--- config.mk ---
export PLATFORM = sky130hd
export DESIGN_NAME = parallel_io_line_controller
export DESIGN_NICKNAME = d
export VERILOG_FILES = /design/src/rtl/pio_pkg.sv /design/src/rtl/parallel_io_line_controller.sv
export VERILOG_INCLUDE_DIRS = /design/src /design/src/rtl
export SDC_FILE = /design/constraint.sdc
export NUM_CORES = 1
export LEC_CHECK = 0
export CORE_UTILIZATION = 40
export CTS_CLUSTER_SIZE = 16
export DETAILED_ROUTE_END_ITERATION = 10
export DONT_BUFFER_PORTS = 1
export GPL_TIMING_DRIVEN = 0
export PLACE_DENSITY_LB_ADDON = 0.25
export SLEW_MARGIN = 20
export SYNTH_ARGS = -nofsm -noshare
export SYNTH_HDL_FRONTEND = slang
export SYNTH_SLANG_ARGS = --single-unit
--- constraint.sdc ---
create_clock -name clk_i -period 1.9 [get_ports clk_i]
set_clock_uncertainty 0.2 [all_clocks]
set_input_delay 0.19 -clock clk_i [delete_from_list [all_inputs] [get_ports clk_i]]
set_output_delay 0.19 -clock clk_i [all_outputs]
set_load 0.005 [all_outputs]
--- src/rtl/pio_params.svh ---
// Register offsets, reset values and field positions of the I/O line controller.
`ifndef PIO_PARAMS_SVH
`define PIO_PARAMS_SVH
`define PIO_ADDR_W 8
`define PIO_OWN_TAKE 8'h00
`define PIO_OWN_RELEASE 8'h04
`define PIO_OWN_STATUS 8'h08
`define PIO_DRV_ON 8'h10
`define PIO_DRV_OFF 8'h14
`define PIO_DRV_STATUS 8'h18
`define PIO_LVL_HIGH 8'h30
`define PIO_LVL_LOW 8'h34
`define PIO_LVL_STATUS 8'h38
`define PIO_PIN_STATUS 8'h3C
`define PIO_EVT_UNMASK 8'h40
`define PIO_EVT_MASK 8'h44
`define PIO_EVT_MASK_STATUS 8'h48
`define PIO_EVT_STATUS 8'h4C
`define PIO_OD_ON 8'h50
`define PIO_OD_OFF 8'h54
`define PIO_OD_STATUS 8'h58
`define PIO_PU_OFF 8'h60
`define PIO_PU_ON 8'h64
`define PIO_PU_STATUS 8'h68
`define PIO_PA_CHOOSE 8'h70
`define PIO_PB_CHOOSE 8'h74
`define PIO_CHOICE_STATUS 8'h78
`define PIO_DW_UNMASK 8'hA0
`define PIO_DW_MASK 8'hA4
`define PIO_DW_MASK_STATUS 8'hA8
`define PIO_CLK_CTRL 8'hB0
`define PIO_CLK_ON_BIT 0
`define PIO_RST_ZERO 32'h0000_0000
`endif

--- src/rtl/pio_pkg.sv ---
// Shared types of the I/O line controller.
`include "pio_params.svh"
package pio_pkg;
    typedef logic [31:0] word_t;
    typedef logic [`PIO_ADDR_W-1:0] offset_t;
endpackage : pio_pkg

--- src/rtl/parallel_io_line_controller.sv ---
// Programmable I/O line controller with a classic Wishbone register slave.
//
// Local design decisions: the Wishbone slave port and the placing of the registers.
`include "pio_params.svh"
module parallel_io_line_controller #(
    parameter int N = 32,
    parameter logic [31:0] HAS_PERIPH = 32'hFFFF_FFFF,
    parameter logic [31:0] OWNER_RESET = 32'hFFFF_FFFF
) (
    input wire logic clk_i, // System clock, 125 MHz.
    input wire logic rst_i, // Synchronous reset, active high.
    input wire logic cyc_i, // Wishbone cycle.
    input wire logic stb_i, // Wishbone strobe.
    input wire logic we_i, // Wishbone write enable.
    input wire logic [`PIO_ADDR_W-1:0] adr_i, // Byte address.
    input wire logic [3:0] sel_i, // Byte lane selects.
    input wire logic [31:0] dat_i, // Write data.
    output logic [31:0] dat_o, // Read data.
    output logic ack_o, // Wishbone acknowledge.
    input wire logic [N-1:0] pad_in_i, // Pin levels from the pads.
    output logic [N-1:0] pad_out_o, // Level driven to the pads.
    output logic [N-1:0] pad_oe_n_o, // Pad drive enable, low drives.
    output logic [N-1:0] pullup_on_o, // Pull-up enable per pad.
    input wire logic [N-1:0] pa_out_i, // Peripheral A output level.
    input wire logic [N-1:0] pa_oe_i, // Peripheral A drive enable.
    input wire logic [N-1:0] pb_out_i, // Peripheral B output level.
    input wire logic [N-1:0] pb_oe_i, // Peripheral B drive enable.
    output logic [N-1:0] periph_in_o, // Pin level to both peripherals.
    output logic irq_o // Change interrupt, active high.
);
    localparam logic [N-1:0] MUXED = HAS_PERIPH[N-1:0];
    localparam logic [N-1:0] OWN_RST = OWNER_RESET[N-1:0] | ~MUXED;

    // Pad synchroniser; the first stage feeds only the second.
    logic [N-1:0] pad_s1;
    logic [N-1:0] pad_s2;
    always_ff @(posedge clk_i) begin
        pad_s1 <= pad_in_i;
        pad_s2 <= pad_s1;
    end
    assign periph_in_o = pad_s2;

    // Register state.
    logic [N-1:0] own, next_own;
    logic [N-1:0] drv, next_drv;
    logic [N-1:0] lvl, next_lvl;
    logic [N-1:0] dwm, next_dwm;
    logic [N-1:0] odr, next_odr;
    logic [N-1:0] puo, next_puo;
    logic [N-1:0] pu_on, next_pu_on;
    logic [N-1:0] chb, next_chb;
    logic [N-1:0] emsk, next_emsk;
    logic [N-1:0] evt, next_evt;
    logic [N-1:0] pin, next_pin;
    logic clk_on, next_clk_on;
    logic ack, next_ack;
    pio_pkg::word_t rdat, next_rdat;
    logic [N-1:0] pad_out, next_pad_out;
    logic [N-1:0] pad_oe_n, next_pad_oe_n;
    logic irq, next_irq;
    logic [N-1:0] chg;
    logic req;
    logic wr;
    logic rd_evt;
    pio_pkg::word_t wd;

    // A request is taken on the first edge it is seen and acked the next cycle.
    assign req = cyc_i & stb_i & ~ack;
    assign wr = req & we_i;
    assign rd_evt = req & ~we_i & (adr_i == `PIO_EVT_STATUS);

    // Write data gated by the byte lanes.
    always_comb begin
        wd = `PIO_RST_ZERO;
        for (int b = 0; b < 4; b++) begin
            wd[b*8 +: 8] = sel_i[b] ? dat_i[b*8 +: 8] : 8'h00;
        end
    end

    // Input changes exist only while the sampling clock runs.
    assign chg = clk_on ? (pad_s2 ^ pin) : '0;

    // Next values of the configuration registers and the pull-up enable.
    always_comb begin
        next_own = own;
        next_drv = drv;
        next_lvl = lvl;
        next_dwm = dwm;
        next_odr = odr;
        next_puo = puo;
        next_chb = chb;
        next_emsk = emsk;
        next_clk_on = clk_on;
        if (wr) begin
            // Set and clear writes touch only the lines with a 1 bit.
            unique case (adr_i)
                `PIO_OWN_TAKE: next_own = own | (wd[N-1:0] & MUXED);
                `PIO_OWN_RELEASE: next_own = own & ~(wd[N-1:0] & MUXED);
                `PIO_DRV_ON: next_drv = drv | wd[N-1:0];
                `PIO_DRV_OFF: next_drv = drv & ~wd[N-1:0];
                `PIO_LVL_HIGH: next_lvl = lvl | wd[N-1:0];
                `PIO_LVL_LOW: next_lvl = lvl & ~wd[N-1:0];
                `PIO_LVL_STATUS: begin
                    next_lvl = (lvl & ~dwm) | (dat_i[N-1:0] & dwm);
                end
                `PIO_DW_UNMASK: next_dwm = dwm | wd[N-1:0];
                `PIO_DW_MASK: next_dwm = dwm & ~wd[N-1:0];
                `PIO_OD_ON: next_odr = odr | wd[N-1:0];
                `PIO_OD_OFF: next_odr = odr & ~wd[N-1:0];
                `PIO_PU_OFF: next_puo = puo | wd[N-1:0];
                `PIO_PU_ON: next_puo = puo & ~wd[N-1:0];
                `PIO_PA_CHOOSE: next_chb = chb & ~(wd[N-1:0] & MUXED);
                `PIO_PB_CHOOSE: next_chb = chb | (wd[N-1:0] & MUXED);
                `PIO_EVT_UNMASK: next_emsk = emsk | wd[N-1:0];
                `PIO_EVT_MASK: next_emsk = emsk & ~wd[N-1:0];
                `PIO_CLK_CTRL: begin
                    if (sel_i[0]) begin
                        next_clk_on = dat_i[`PIO_CLK_ON_BIT];
                    end
                end
                default: ;
            endcase
        end
        // The pad pull-up enable is kept as a register of its own, the inverse of the status.
        next_pu_on = ~next_puo;
    end

    // Sampling, change events, interrupt and bus answer.
    always_comb begin
        // Pin status only follows the pad while the clock runs.
        next_pin = clk_on ? pad_s2 : pin;
        // A change in the read cycle survives the clear.
        next_evt = (rd_evt ? '0 : evt) | chg;
        next_irq = clk_on & (|(evt & emsk));
        next_ack = req;
        next_rdat = `PIO_RST_ZERO;
        if (req && !we_i) begin
            unique case (adr_i)
                `PIO_OWN_STATUS: next_rdat[N-1:0] = own;
                `PIO_DRV_STATUS: next_rdat[N-1:0] = drv;
                `PIO_LVL_STATUS: next_rdat[N-1:0] = lvl;
                `PIO_PIN_STATUS: next_rdat[N-1:0] = pin;
                `PIO_EVT_MASK_STATUS: next_rdat[N-1:0] = emsk;
                `PIO_EVT_STATUS: next_rdat[N-1:0] = evt;
                `PIO_OD_STATUS: next_rdat[N-1:0] = odr;
                `PIO_PU_STATUS: next_rdat[N-1:0] = puo;
                `PIO_CHOICE_STATUS: next_rdat[N-1:0] = chb;
                `PIO_DW_MASK_STATUS: next_rdat[N-1:0] = dwm;
                `PIO_CLK_CTRL: next_rdat[`PIO_CLK_ON_BIT] = clk_on;
                default: ;
            endcase
        end
    end

    // Pad drive: owner picks the source, choice picks A or B, open drain never drives high.
    always_comb begin
        logic [N-1:0] src_lvl;
        logic [N-1:0] src_oe;
        src_lvl = '0;
        src_oe = '0;
        for (int i = 0; i < N; i++) begin
            if (own[i]) begin
                src_lvl[i] = lvl[i];
                src_oe[i] = drv[i];
            end else if (chb[i]) begin
                src_lvl[i] = pb_out_i[i];
                src_oe[i] = pb_oe_i[i];
            end else begin
                src_lvl[i] = pa_out_i[i];
                src_oe[i] = pa_oe_i[i];
            end
        end
        // Open drain turns a high into a release for either source.
        next_pad_out = src_lvl & ~odr;
        next_pad_oe_n = ~(src_oe & ~(odr & src_lvl));
    end

    // All state registers but the pad synchroniser; configuration needs no sampling clock.
    always_ff @(posedge clk_i) begin
        if (rst_i) begin
            own <= OWN_RST;
            drv <= '0;
            lvl <= '0;
            dwm <= '0;
            odr <= '0;
            puo <= '0;
            pu_on <= '1;
            chb <= '0;
            emsk <= '0;
            evt <= '0;
            pin <= '0;
            clk_on <= 1'b0;
            ack <= 1'b0;
            rdat <= `PIO_RST_ZERO;
            pad_out <= '0;
            pad_oe_n <= '1;
            irq <= 1'b0;
        end else begin
            own <= next_own;
            drv <= next_drv;
            lvl <= next_lvl;
            dwm <= next_dwm;
            odr <= next_odr;
            puo <= next_puo;
            pu_on <= next_pu_on;
            chb <= next_chb;
            emsk <= next_emsk;
            evt <= next_evt;
            pin <= next_pin;
            clk_on <= next_clk_on;
            ack <= next_ack;
            rdat <= next_rdat;
            pad_out <= next_pad_out;
            pad_oe_n <= next_pad_oe_n;
            irq <= next_irq;
        end
    end

    // Outputs come straight from the registers.
    assign ack_o = ack;
    assign dat_o = rdat;
    assign pad_out_o = pad_out;
    assign pad_oe_n_o = pad_oe_n;
    assign pullup_on_o = pu_on;
    assign irq_o = irq;
endmodule : parallel_io_line_controller

; ---- Yosys cells after proc, flatten, opt, wreduce, memory -nomap -nowiden
; Cells that the tools add are included.
[totals]
in_bits = 209
out_inout_bits = 162
regBits = 515
wordCells = 250
[classes]
n_reduce_logical = 20
bitwise = 40
n_mux = 145
n_eq_ne = 26
[ops]
columns = op, n
row1 = $and 32x32->32, 14
row2 = $pmux 32 s2, 7
row3 = $or 32x32->32, 10
row4 = $pmux 31 s10, 1
row5 = $not 32->32, 6
row6 = $mux 1, 128
row7 = $eq 8x7->1 const B, 13
row8 = $mux 32, 3
row9 = $pmux 32 s3, 1
row10 = $eq 8x6->1 const B, 4
row11 = $eq 8x8->1 const B, 4
row12 = $mux 8, 4
row13 = $reduce_or 32->1, 1
row14 = $xor 32x32->32, 1
row15 = $eq 8x5->1 const B, 3
row16 = $reduce_and 2->1, 7
row17 = $reduce_bool 2->1, 6
row18 = $pmux 1 s11, 1
row19 = $eq 8x3->1 const B, 1
row20 = $eq 8x4->1 const B, 1
row21 = $logic_not 8->1, 1
row22 = $and 1x1->1, 6
row23 = $not 1->1, 3
row24 = $reduce_and 3->1, 1
row25 = other kinds (4), 4

; ---- Logic depth before layout (Yosys ltp)
[logic_depth]
depth_word = 6
depth_mapped = 9
mapped_depth_nobuf = 5

; ---- Worst setup path after synthesis
; Ideal clock, no wire load.
[synth_path]
path_type = reg2reg
startpoint = register ack, in the netlist ack_o
endpoint = register pu_on[26], in the netlist pullup_on_o[26]
n_path_buf = 2
stages_incl_launch_ff = 8
setup_ps = 117
synth_period_minus_slack_ps = 1956
slack_ps = -56
t_arrival_ps = 1639
required_ps = 1583
path_cell_list = dfxtp_1 -> and4b_1 -> nand2_1 -> or4_1 -> clkbuf_1 -> buf_2 -> o22ai_1 -> inv_1
[synth_between]
elab_chain_len = 5
[synth_rtl]
columns = item, line_no
row1 = from (decl), parallel_io_line_controller.sv:56  ; logic ack, next_ack;
row2 = from (signal assigned), parallel_io_line_controller.sv:211  ; ack <= next_ack;
row3 = $not 1->1, parallel_io_line_controller.sv:68  ; assign req = cyc_i & stb_i & ~ack;
row4 = $and 1x1->1, parallel_io_line_controller.sv:68
row5 = $and 1x1->1, parallel_io_line_controller.sv:69  ; assign wr = req & we_i;
row6 = $mux 32, parallel_io_line_controller.sv:94  ; if (wr) begin
row7 = $not 32->32, parallel_io_line_controller.sv:125  ; next_pu_on = ~next_puo;
row8 = to (signal assigned), parallel_io_line_controller.sv:205  ; pu_on <= next_pu_on;
row9 = to (decl), parallel_io_line_controller.sv:50  ; logic [N-1:0] pu_on, next_pu_on;
; Every way passes these cells.
; A chain may end at the register's enable or synchronous reset.

==> flow_metrics.tcl <==
set metrics [dict create \
    drcViolationCount 0 \
    crit_family "simple AND/OR/NAND/NOR gates" \
    finalCritPeriodShare_pct 115.9 \
    die-area_um2 57580 \
    ant_nets 0 \
    start_util_pct 40.79 \
    io_pins 371 \
    crit_start "ack_o" \
    peakVddDrop_mv 0.7582 \
    slew_headroom_pct 25.49 \
    r2r_slack_ps -300 \
    grt_max_degree 15 \
    powerDensity_nw_per_um2 772.9 \
    synth-edff-count 0 \
    yosys.area_share.xor_xnor_pct 1.238 \
    synthSimpleGateAreaFrac_pct 13.97 \
    period_needed_ps 2202 \
    synth_compound_gate_area_share_pct 27.21 \
    clkTransAtPathRegs_ps 60 \
    postSynthCellCount 2597 \
    crit_type "register to register" \
    place_area_um2 23660 \
    utilization_pct 59.25 \
    hpwl_um 82670 \
    gr-usage-met2_pct 63.04 \
    synth-seq-cells 515 \
    postSynth.asyncResetShare_pct 0 \
    clock-sinks 515 \
    root_buffer "clkbuf_16" \
    post_drt_wl_per_cell_um 32.68 \
    r2r_start "ack_o" \
    initialDrtViolationCount 3235 \
    finalSetupViolCount 345 \
    rsz0062_at_grt "yes" \
    timing.critical_path.buf_inv 3 \
    area_growth_pct 45.25 \
    slew_violations 0 \
    critPathLaunchType "register" \
    cts_buffers 57 \
    tightest_slew_ps 1113 \
    required_ps 2250 \
    ff2ff_path_depth 8 \
    grt_pass1_vias 23440 \
    synth-adder-area-share_pct 0 \
    synth_fp_nets 2806 \
    drv_cap 0 \
    synthMuxAreaShare_pct 6.331 \
    hp-class "input port to register" \
    mostFrequentLayoutCells "dfxtp_1, dlygate4sd3_1, nor2_1, nand2_1, a22oi_1" \
    hold_violations 14 \
    grt_pass1_wl_um 169300 \
    die_h_um 240.0 \
    core-area_um2 55520 \
    gr-usage-all-layers_pct 41.38 \
    p_leak_nw 11.42 \
    via_count 24780 \
    worst-path-stages 8 \
    grt-ovfl-total 0 \
    num_rows 86 \
    syn_area_um2 22650 \
    final_common_cell "dfxtp_1" \
    portBuffers 0 \
    synth_top_family_by_area "compound AO/OA/AOI/OAI gates" \
    slowest_stage "and4b_2" \
    holdWs_ps -58.14 \
    slowest_delay_ps 350 \
    yosysWarnings 0 \
    arrival_ps 2550 \
    path_cells "and4b_2, and2_4, buf_12, nand3_4, buf_12, clkbuf_16, or3_4, a21oi_2" \
    first_pass_iters 6 \
    cpMostUsedCell "buf_12" \
    grt_antenna_before_repair 4 \
    die_w_um 240.0 \
    failed_checks "hold timing, setup timing" \
    fin_ws_ps -301.8 \
    routed_wl_um 124100 \
    max_freq_mhz 454.2 \
    grt_busiest_layer "met2" \
    clockBufferDepth 3 \
    use_met3_pct 12.62 \
    viasPerCell 6.523 \
    synth.yosys.seq_area_share_pct 45.52 \
    cts_tree "done" \
    stdcell_area_um2 32900 \
    avgSynthCellArea_um2 8.721 \
    critPathMaxFanout 9 \
    end_kind "register" \
    cts.htree.levels 2 \
    grtUsageMet1_pct 52.10 \
    status "finished with violations" \
    clk_latency_ps 650 \
    yosysUniqueCellTypes 61 \
    nets 3207 \
    synth_flop_cell "dfxtp_1" \
    drive_above_1_share_pct 24.56 \
    gp_congestion 0.9992 \
]
-- routing by layer --
| metal | up-vias | routed length, um |
|---|---|---|
| met2 | 1960 | 53490 |
| met3 | 481 | 15850 |
| li1 | 10360 | - |
| met4 | 4 | 8069 |
| met5 | - | 30 |
| met1 | 11980 | 46690 |
-- metrics by stage --
step | power [W] | setup TNS (ps) | cells | setup slack (ps)
2_1_floorplan | 0.01185 | -1497 | 2597 | -41.30
3_3_place_gp | 0.01248 | -581120 | 3345 | -2007
3_5_place_dp | 0.01249 | -569190 | 3346 | -1998
4_1_cts | 0.02513 | -45140 | 3788 | -263.3
5_1_grt | 0.02588 | -68650 | 3795 | -345.4
6_report | 0.02543 | -56260 | 3798 | -301.8
-- synth_stat cells (6+ instances only) --
cell type  instances  share of area [%]
a21o_1            32                1.1
a21oi_1          132                2.9
a22o_1            23               0.89
a22oi_1          125                4.1
a311oi_1          34                1.3
a31oi_1           65                1.8
a32oi_1            7               0.27
buf_2             27               0.60
clkbuf_1         202                3.3
dfxtp_1          515                 46
inv_1             84                1.4
inv_2             14               0.23
mux2_2            34                1.7
mux2i_1           96                4.2
nand2_1          130                2.2
nand2b_1          38                1.0
nand3_1           41               0.91
nand4_1            6               0.17
nor2_1           228                3.8
nor2b_1           75                2.1
nor3_1            70                1.5
o21ai_0          214                4.7
o21bai_1          32                1.1
o221ai_1          32                1.2
o22a_1            16               0.62
o22ai_1           31               0.86
o22ai_2            9               0.50
o31ai_1          137                4.5
or3_1             32               0.88
xor2_1            32                1.2
-- final cells by class --
class	count	area (um2)
inverters	98	367.9
clock buffers	69	1584
flip-flops and latches	515	10310
clock inverters	38	498.0
diodes	4	10.01
multi-input cells	1749	13450
plain buffers	226	1777
well taps	748	935.9
fillers	4749	22630
repair buffers	351	3964
-- cell families after synthesis --
| logic type | count (synthesis) |
|---|---|
| XOR/XNOR | 32 |
| AO/OA/AOI/OAI | 922 |
| multiplexers | 134 |
| AND/OR/NAND/NOR | 660 |
| flip-flops | 515 |
| buffers and inverters | 334 |
-- worst register-to-register path, stage by stage, from the launching register on --
cell and delay [ps]:
dfxtp_2 340, and4b_2 350, and2_4 170, buf_12 130
nand3_4 80, buf_12 200, clkbuf_16 180, or3_4 330
a21oi_2 140
-- worst min-delay path by stage --
stage | from | endpoint | slack (ps) | depth (start not counted)
global route | adr_i[0] | evt[5] | -20 | 6
detailed placement | pad_in_i[12] | pad_s1[12] | 20 | 0
finish | adr_i[1] | evt[0] | -60 | 6
CTS | dat_i[30] | lvl[30] | -450 | 2
global placement | pad_in_i[25] | pad_s1[25] | 20 | 0
floorplan | pad_in_i[0] | pad_s1[0] | 20 | 0
-- what timing repair did --
item / 4_1_cts / 5_1_grt
cloned: 28 / 6
hold endpoints to repair: 306 / 12
buffers inserted: 70 / 20
pin swaps: 28 / 74
hold buffers: 239 / 3
endpoints found under the setup margin: 451 / 381
resized for setup: 683 / 275
-- power by group --
part,internal (W),total (W),switching [W]
Sequential,0.0109,0.0109,0.0000655
Clock,0.00734,0.0124,0.00505
Combinational,0.000656,0.00210,0.00145
Note: power is estimated with default switching activity, not from simulation.
